==> config.mk <==
export PLATFORM = sky130hd
export DESIGN_NAME = lintrx_mode_ctrl
export DESIGN_NICKNAME = d
export VERILOG_FILES = /design/src/core/lintrx_pkg.sv /design/src/core/lintrx_filter.sv /design/src/core/lintrx_txgate.sv /design/src/core/lintrx_mode_ctrl.sv
export VERILOG_INCLUDE_DIRS = /design/src /design/src/core
export SDC_FILE = /design/constraint.sdc
export NUM_CORES = 1
export LEC_CHECK = 0
export BUFFER_PORTS_ARGS = -buffer_cell sky130_fd_sc_hd__buf_4
export CAP_MARGIN = 10
export CORE_UTILIZATION = 50
export CTS_CLUSTER_SIZE = 12
export DETAILED_ROUTE_END_ITERATION = 10
export GPL_TIMING_DRIVEN = 1
export PLACE_DENSITY = 0.78
export REMOVE_ABC_BUFFERS = 1
export SYNTH_ARGS = -nofsm -noshare
export SYNTH_HDL_FRONTEND = slang
export SYNTH_HIERARCHICAL = 1
export SYNTH_SLANG_ARGS = --single-unit
==> constraint.sdc <==
create_clock -name i_clk_sys -period 3.2 [get_ports i_clk_sys]
set_input_delay 0.64 -clock i_clk_sys [delete_from_list [all_inputs] [get_ports i_clk_sys]]
set_output_delay 0.64 -clock i_clk_sys [all_outputs]
set_load 0.005 [all_outputs]
==> src/core/lintrx_params.svh <==
// Purpose: timing constants of the LIN transceiver mode control
// Assumes: system clock of 20 MHz
// Notes: least times round up to whole cycles
`ifndef LINTRX_PARAMS_SVH
`define LINTRX_PARAMS_SVH

`define LINTRX_CLK_NS 50
`define LINTRX_BIT_RATE_BPS 20000
`define LINTRX_CNT_W 12
`define LINTRX_EN_FILT_NS 20000
`define LINTRX_DIS_FILT_NS 20000
`define LINTRX_WAKE_DOM_NS 70000
`define LINTRX_STB_DLY_NS 10000
`define LINTRX_EN_FILT_CYC \
    ((`LINTRX_EN_FILT_NS + `LINTRX_CLK_NS - 1) / `LINTRX_CLK_NS)
`define LINTRX_DIS_FILT_CYC \
    ((`LINTRX_DIS_FILT_NS + `LINTRX_CLK_NS - 1) / `LINTRX_CLK_NS)
`define LINTRX_WAKE_DOM_CYC \
    ((`LINTRX_WAKE_DOM_NS + `LINTRX_CLK_NS - 1) / `LINTRX_CLK_NS)
`define LINTRX_STB_DLY_CYC \
    ((`LINTRX_STB_DLY_NS + `LINTRX_CLK_NS - 1) / `LINTRX_CLK_NS)

`endif

==> src/core/lintrx_pkg.sv <==
// Purpose: types shared by the LIN transceiver mode control
// Assumes: nothing
// Notes: mode codes are one-hot
package lintrx_pkg;

    typedef enum logic [3:0]
    {
        LINTRX_UNPOWERED = 4'h1,
        LINTRX_SLEEP = 4'h2,
        LINTRX_STANDBY = 4'h4,
        LINTRX_NORMAL = 4'h8
    } lintrx_mode_t;

    // Output enables of the pins; each pin is driven low when enabled
    typedef struct packed
    {
        logic lin_oe;
        logic rxd_oe;
        logic txd_pd_strong;
    } lintrx_pins_t;

endpackage : lintrx_pkg

==> src/core/lintrx_filter.sv <==
// Purpose: level filter, done once a level held for CYC cycles
// Assumes: level synchronous to the clock
// Notes: any opposite level or inactive cycle restarts the count
`timescale 1ns/1ps
`include "lintrx_params.svh"
module lintrx_filter #(
    parameter int unsigned CYC = 1
)
(
    input wire logic i_clk_sys,
    input wire logic i_rst_n,
    input wire logic i_ce,
    input wire logic i_active,
    input wire logic i_level,
    output logic o_done
);
    import lintrx_pkg::*;

    localparam logic [`LINTRX_CNT_W-1:0] LIMIT = `LINTRX_CNT_W'(CYC);

    logic [`LINTRX_CNT_W-1:0] cnt_r;

    always_ff @(posedge i_clk_sys or negedge i_rst_n)
    begin
        if (!i_rst_n)
            cnt_r <= '0;
        else if (i_ce)
        begin
            if (!i_active || !i_level)
                cnt_r <= '0;
            else if (cnt_r != LIMIT)
                cnt_r <= cnt_r + 1'b1;
        end
    end

    assign o_done = (cnt_r == LIMIT);
endmodule : lintrx_filter

==> src/core/lintrx_txgate.sv <==
// Purpose: transmit permission from thermal and battery monitors
// Assumes: monitor flags synchronous to the clock
// Notes: both locks are sticky; a new trip wins over a clear
`timescale 1ns/1ps
module lintrx_txgate
(
    input wire logic i_clk_sys,
    input wire logic i_rst_n,
    input wire logic i_ce,
    input wire logic i_normal,
    input wire logic i_txd,
    input wire logic i_thermal_trip,
    input wire logic i_vbb_low,
    input wire logic i_vbb_high,
    output logic o_tx_allow
);
    import lintrx_pkg::*;

    logic therm_lock_r;
    logic batt_lock_r;

    // Waiting for a high TxD avoids thermal oscillation on a shorted bus
    always_ff @(posedge i_clk_sys or negedge i_rst_n)
    begin
        if (!i_rst_n)
            therm_lock_r <= 1'b0;
        else if (i_ce)
        begin
            if (i_thermal_trip)
                therm_lock_r <= 1'b1;
            else if (i_txd)
                therm_lock_r <= 1'b0;
        end
    end

    always_ff @(posedge i_clk_sys or negedge i_rst_n)
    begin
        if (!i_rst_n)
            batt_lock_r <= 1'b0;
        else if (i_ce)
        begin
            if (i_normal && i_vbb_low)
                batt_lock_r <= 1'b1;
            else if (i_vbb_high)
                batt_lock_r <= 1'b0;
        end
    end

    assign o_tx_allow = !therm_lock_r && !i_thermal_trip
        && !batt_lock_r && !(i_normal && i_vbb_low);
endmodule : lintrx_txgate

==> src/core/lintrx_mode_ctrl.sv <==
// Purpose: mode sequencing and transmit gating of a LIN transceiver
// Assumes: i_rst_n is the supply power-on reset; pins synchronous
// Notes: pin outputs are registered, one cycle behind their causes
// Notes on behaviour
// - Normal mode drives bus from transmit input
// - Normal mode receive output follows bus dominant
// - Over-temperature forces bus recessive
// - After cooling, wait for high transmit input
// - Low battery in Normal blocks transmitter
// - Battery block clears at monitor high level
// - Battery block keeps Normal mode and reception
// - Normal entered after enable held high
// - Standby: enable rise releases receive, weak pull-down
// - Reset release enters Sleep, pins released
// - Normal to Sleep after enable held low
// - Sleep leaves bus and receive undriven
// - Sleep to Standby only on bus wake-up
// - Standby holds receive low as wake flag
// - Enable-high filter between 11 and 55 us
// - Enable-low filter between 11 and 55 us
// - Wake needs dominant 40 to 150 us
// - Standby about 10 us after wake ends
`timescale 1ns/1ps
`include "lintrx_params.svh"
module lintrx_mode_ctrl
(
    input wire logic i_clk_sys,
    input wire logic i_rst_n,
    input wire logic i_ce,
    input wire logic i_en,
    input wire logic i_txd,
    input wire logic i_lin,
    input wire logic i_thermal_trip,
    input wire logic i_vbb_low,
    input wire logic i_vbb_high,
    output lintrx_pkg::lintrx_mode_t o_mode,
    output lintrx_pkg::lintrx_pins_t o_pins
);
    import lintrx_pkg::*;

    lintrx_mode_t mode_r;
    lintrx_mode_t mode_nxt;
    lintrx_pins_t pins_r;
    lintrx_pins_t pins_nxt;
    logic wake_seen_r;
    logic is_sleep;
    logic is_standby;
    logic is_normal;
    logic en_hi_done;
    logic en_lo_done;
    logic wake_done;
    logic stb_dly_done;
    logic tx_allow;

    assign is_sleep = (mode_r == LINTRX_SLEEP);
    assign is_standby = (mode_r == LINTRX_STANDBY);
    assign is_normal = (mode_r == LINTRX_NORMAL);

    // Enable high before Normal; typical value sits inside the window
    lintrx_filter #(
        .CYC(`LINTRX_EN_FILT_CYC)
    ) u_en_hi (
        .i_clk_sys(i_clk_sys),
        .i_rst_n(i_rst_n),
        .i_ce(i_ce),
        .i_active(is_sleep || is_standby),
        .i_level(i_en),
        .o_done(en_hi_done)
    );

    lintrx_filter #(
        .CYC(`LINTRX_DIS_FILT_CYC)
    ) u_en_lo (
        .i_clk_sys(i_clk_sys),
        .i_rst_n(i_rst_n),
        .i_ce(i_ce),
        .i_active(is_normal),
        .i_level(!i_en),
        .o_done(en_lo_done)
    );

    // Bus low (dominant) long enough counts as a remote wake-up
    lintrx_filter #(
        .CYC(`LINTRX_WAKE_DOM_CYC)
    ) u_wake (
        .i_clk_sys(i_clk_sys),
        .i_rst_n(i_rst_n),
        .i_ce(i_ce),
        .i_active(is_sleep && !wake_seen_r),
        .i_level(!i_lin),
        .o_done(wake_done)
    );

    // Recessive again after the wake pulse, then Standby
    lintrx_filter #(
        .CYC(`LINTRX_STB_DLY_CYC)
    ) u_stb_dly (
        .i_clk_sys(i_clk_sys),
        .i_rst_n(i_rst_n),
        .i_ce(i_ce),
        .i_active(is_sleep && wake_seen_r),
        .i_level(i_lin),
        .o_done(stb_dly_done)
    );

    lintrx_txgate u_txgate (
        .i_clk_sys(i_clk_sys),
        .i_rst_n(i_rst_n),
        .i_ce(i_ce),
        .i_normal(is_normal),
        .i_txd(i_txd),
        .i_thermal_trip(i_thermal_trip),
        .i_vbb_low(i_vbb_low),
        .i_vbb_high(i_vbb_high),
        .o_tx_allow(tx_allow)
    );

    always_comb
    begin
        mode_nxt = mode_r;
        unique case (mode_r)
            LINTRX_UNPOWERED:
                mode_nxt = LINTRX_SLEEP;
            LINTRX_SLEEP:
            begin
                if (en_hi_done)
                    mode_nxt = LINTRX_NORMAL;
                else if (wake_seen_r && stb_dly_done)
                    mode_nxt = LINTRX_STANDBY;
            end
            LINTRX_STANDBY:
            begin
                if (en_hi_done)
                    mode_nxt = LINTRX_NORMAL;
            end
            LINTRX_NORMAL:
            begin
                // Battery block has no say here; mode stays Normal
                if (en_lo_done)
                    mode_nxt = LINTRX_SLEEP;
            end
        endcase
    end

    always_ff @(posedge i_clk_sys or negedge i_rst_n)
    begin
        if (!i_rst_n)
            mode_r <= LINTRX_UNPOWERED;
        else if (i_ce)
            mode_r <= mode_nxt;
    end

    always_ff @(posedge i_clk_sys or negedge i_rst_n)
    begin
        if (!i_rst_n)
            wake_seen_r <= 1'b0;
        else if (i_ce)
        begin
            if (!is_sleep)
                wake_seen_r <= 1'b0;
            else if (wake_done)
                wake_seen_r <= 1'b1;
        end
    end

    // A low TxD means dominant; the controller keeps it high otherwise
    always_comb
    begin
        pins_nxt.lin_oe = is_normal && tx_allow && !i_txd;
        if (is_normal)
            pins_nxt.rxd_oe = !i_lin;
        else
            pins_nxt.rxd_oe = is_standby && !i_en;
        pins_nxt.txd_pd_strong = is_standby && !i_en;
    end

    always_ff @(posedge i_clk_sys or negedge i_rst_n)
    begin
        if (!i_rst_n)
            pins_r <= '0;
        else if (i_ce)
            pins_r <= pins_nxt;
    end

    assign o_mode = mode_r;
    assign o_pins = pins_r;
endmodule : lintrx_mode_ctrl

==> summary.md <==
| Metric | Value |
|---|---|
| CTS tree | `yes` |
| CP Launch Type | `register` |
| Synth warnings | `6` |
| Sequential share of the synthesized area | `0.411` |
| Chip height | `86.1 um` |
| Tmin final | `2480 ps` |
| Final WL | `around 7600 um` |
| Crit Path Category | `register to register` |
| Hold Slack | `about 360 ps` |
| Post-Layout Cell Count | `between 400 and 500` |
| LEAKAGE | `between 1.5 and 2 nW` |
| Die X | `86.1 um` |
| Vias in the first global route | `between 2000 and 3000` |
| Placed wire-length estimate | `5130 um` |
| Via count | `roughly 3100` |
| Area contributors post-synth | `dfrtp_1 (40%), o21ai_0 (5.0%), nand2_1 (3.9%), ha_1 (2.8%), o31ai_2 (2.8%)` |
| Clock skew | `about 6.4 ps` |
| Total Routing Usage GR | `0.224` |
| I/O Pins | `16` |
| Layout cells sized above 1 | `0.181` |
| Max Fclk | `a little over 400 MHz` |
| Final Hold Vio Count | `0` |
| Worst Path Required | `3440 ps` |
| Placed Cells | `approximately 470` |
| PostCTS Resize Cnt | `0` |
| PD cells | `around 400 mW/mm^2` |
| Top FF cell, synth | `dfrtp_1` |
| Unrepaired setup endpoints after global routing | `false` |
| Maximum root-to-sink buffer count | `2` |
| Largest area contributor in the netlist | `dfrtp_1` |
| Final setup violation count | `0` |
| DRC | `0` |
| Fin Setup TNS | `0 ps` |
| Yosys cell types | `63` |
| Post-synth EDFFs | `0` |
| Run status | `complete, no violations` |
| Period Utilization, post-route | `0.776` |
| Synth top area share | `0.404` |
| H-tree levels | `3` |
| Vias/cell | `6.33` |
| Final nets | `399` |
| DR WL/cell | `between 15 and 20 um` |
| Mapped Cells | `371` |
| Clock root cell | `clkbuf_8` |
| Die area | `0.00740 mm^2` |
| Latest clock arrival within the worst-skew pair | `340 ps` |
| Largest net degree at the start of global routing | `slightly below 60` |
| Worst Max-Slew Pin Slew | `~710 ps` |
| GRT overflow | `0` |
| DRT antenna net count | `0` |
| Initial core utilization | `0.520` |
| Critical path capture point type | `register` |
| Core ar. | `between 0.006 and 0.007 mm^2` |
| Max VDD drop | `approximately 300 uV` |
| Mean cell area of the mapped netlist | `around 9.5 um^2` |
| Port Buffers | `15` |
| Rows | `30` |
| Post-CTS setup buffers | `0` |
| Total CTS buffers | `9` |
| First-pass GRT wire length | `between 10000 and 15000 um` |
| Count of final max-slew check failures | `0` |
| Synthesized area | `around 0.0035 mm^2` |
| Area delta synth->final | `9.85%` |
| Arr. time, crit path | `roughly 2700 ps` |
| Antenna diodes | `0` |
| Post-CTS Hold Buffers | `0` |
| Worst-path clk slew | `~70 ps` |
| Routability cong. | `between 0.8 and 0.9` |
| Slew headroom | `0.529` |
| Hold WC Path Type | `input pin to async pin` |
| Asr flop ratio synth | `1.00` |
| Max Cap Viol | `0` |
| Crit-path max FO | `11` |
| First-pass DRT Iterations | `5` |
| Initial antenna violation count | `0` |
| Yosys reg bits | `58` |
| DR iter-0 viols | `roughly 120` |
| # clock sinks | `58` |
## placed cells by master, fill, tap and decap left out, types with 8 or more instances in the layout
cell,instances
a22o_1,8
clkbuf_8,11
inv_1,17
nand4_1,12
nand2_1,37
nand3_1,17
a21oi_1,11
a31oi_1,12
o21ai_1,9
o31ai_1,11
o21ai_0,35
dfrtp_1,57
ha_1,8
and3_1,11
buf_4,15
o31ai_2,8
nand2b_1,8
## final cells by class
type	instances	area [um^2]
clock inverters	5	52.6
flip-flops and latches	58	1450
fillers	579	2910
clock buffers	11	151
inverters	17	63.8
multi-input cells	281	1930
well taps	96	120
repair buffers	15	113
## final timing paths
path / from / to / slack (ps) / depth (start not counted)
setup / recovery: o_mode[3] / u_en_lo/cnt_r[10] / 720 / 6
hold / removal: i_rst_n / u_wake/cnt_r[7] / 360 / 1
setup reg to reg: o_mode[3] / u_en_lo/cnt_r[10] / 720 / 6
hold reg to reg: u_stb_dly/cnt_r[11] / u_stb_dly/cnt_r[11] / 500 / 1
max in group asynchronous: i_rst_n / u_en_hi/cnt_r[11] / 2380 / 1
min in group i_clk_sys: u_stb_dly/cnt_r[11] / u_stb_dly/cnt_r[11] / 500 / 1
## worst max-delay path: stages, from the launching register on
cell and delay (ps):
dfrtp_1 510, or2b_1 280, nor3_1 500, and2_2 300, nand2_1 120, or2_1 410, o31ai_2 270
## through the flow
stage | utilization | total power [mW] | setup slack, ps | cell area (um^2)
after floorplan | - | 0.818 | 1130 | 3440
after global placement | 0.541 | 0.862 | 851 | 3680
after detailed placement | 0.541 | 0.866 | 757 | 3680
after CTS | 0.571 | 1.56 | 737 | 3880
after global routing | 0.571 | 1.60 | 523 | 3880
final | 0.571 | 1.55 | 718 | 3880
## cell usage after synthesis, drive strengths merged (8+ instances only)
cell and instances:
ha 8, nor2 9, nand3 17, and3 12, clkbuf 9, a31oi 12, o31ai 19, o21ai 48
nor3 9, inv 17, nand2b 8, a22o 8, a21oi 11, nand4 12, nand2 37, dfrtp 57
## kinds of logic after synthesis
| kind of cell | synth area share |
|---|---|
| XOR/XNOR | 0.00248 |
| AO/OA/AOI/OAI | 0.255 |
| buffers and inverters | 0.0432 |
| multiplexers | 0.00638 |
| flip-flops | 0.411 |
| adder cells (fa/ha/maj) | 0.0283 |
| AND/OR/NAND/NOR | 0.253 |
## registers in the layout, indices dropped and copies added, names as in the netlist
name	flops
u_stb_dly/cnt_r	12
u_en_hi/cnt_r	12
o_mode	4
u_txgate/therm_lock_r	1
u_en_lo/cnt_r	12
u_wake/cnt_r	12
u_txgate/batt_lock_r	1
o_pins	3
wake_seen_r	1
## power by group
group | internal [mW] | leakage (nW) | switching [mW]
clock network | 0.398 | 0.105 | 0.297
logic | 0.0328 | 0.732 | 0.0629
registers | 0.743 | 0.795 | 0.0123
total | 1.17 | 1.63 | 0.372
## layer usage
layer,wire length [um],vias to the layer above,track usage
li1,-,1438,-
met3,409,9,0.0520
met4,59,0,0.0773
met2,3590,99,0.356
met1,3550,1513,0.301
met5,0,-,0
Power figures use the tool's default switching activity.
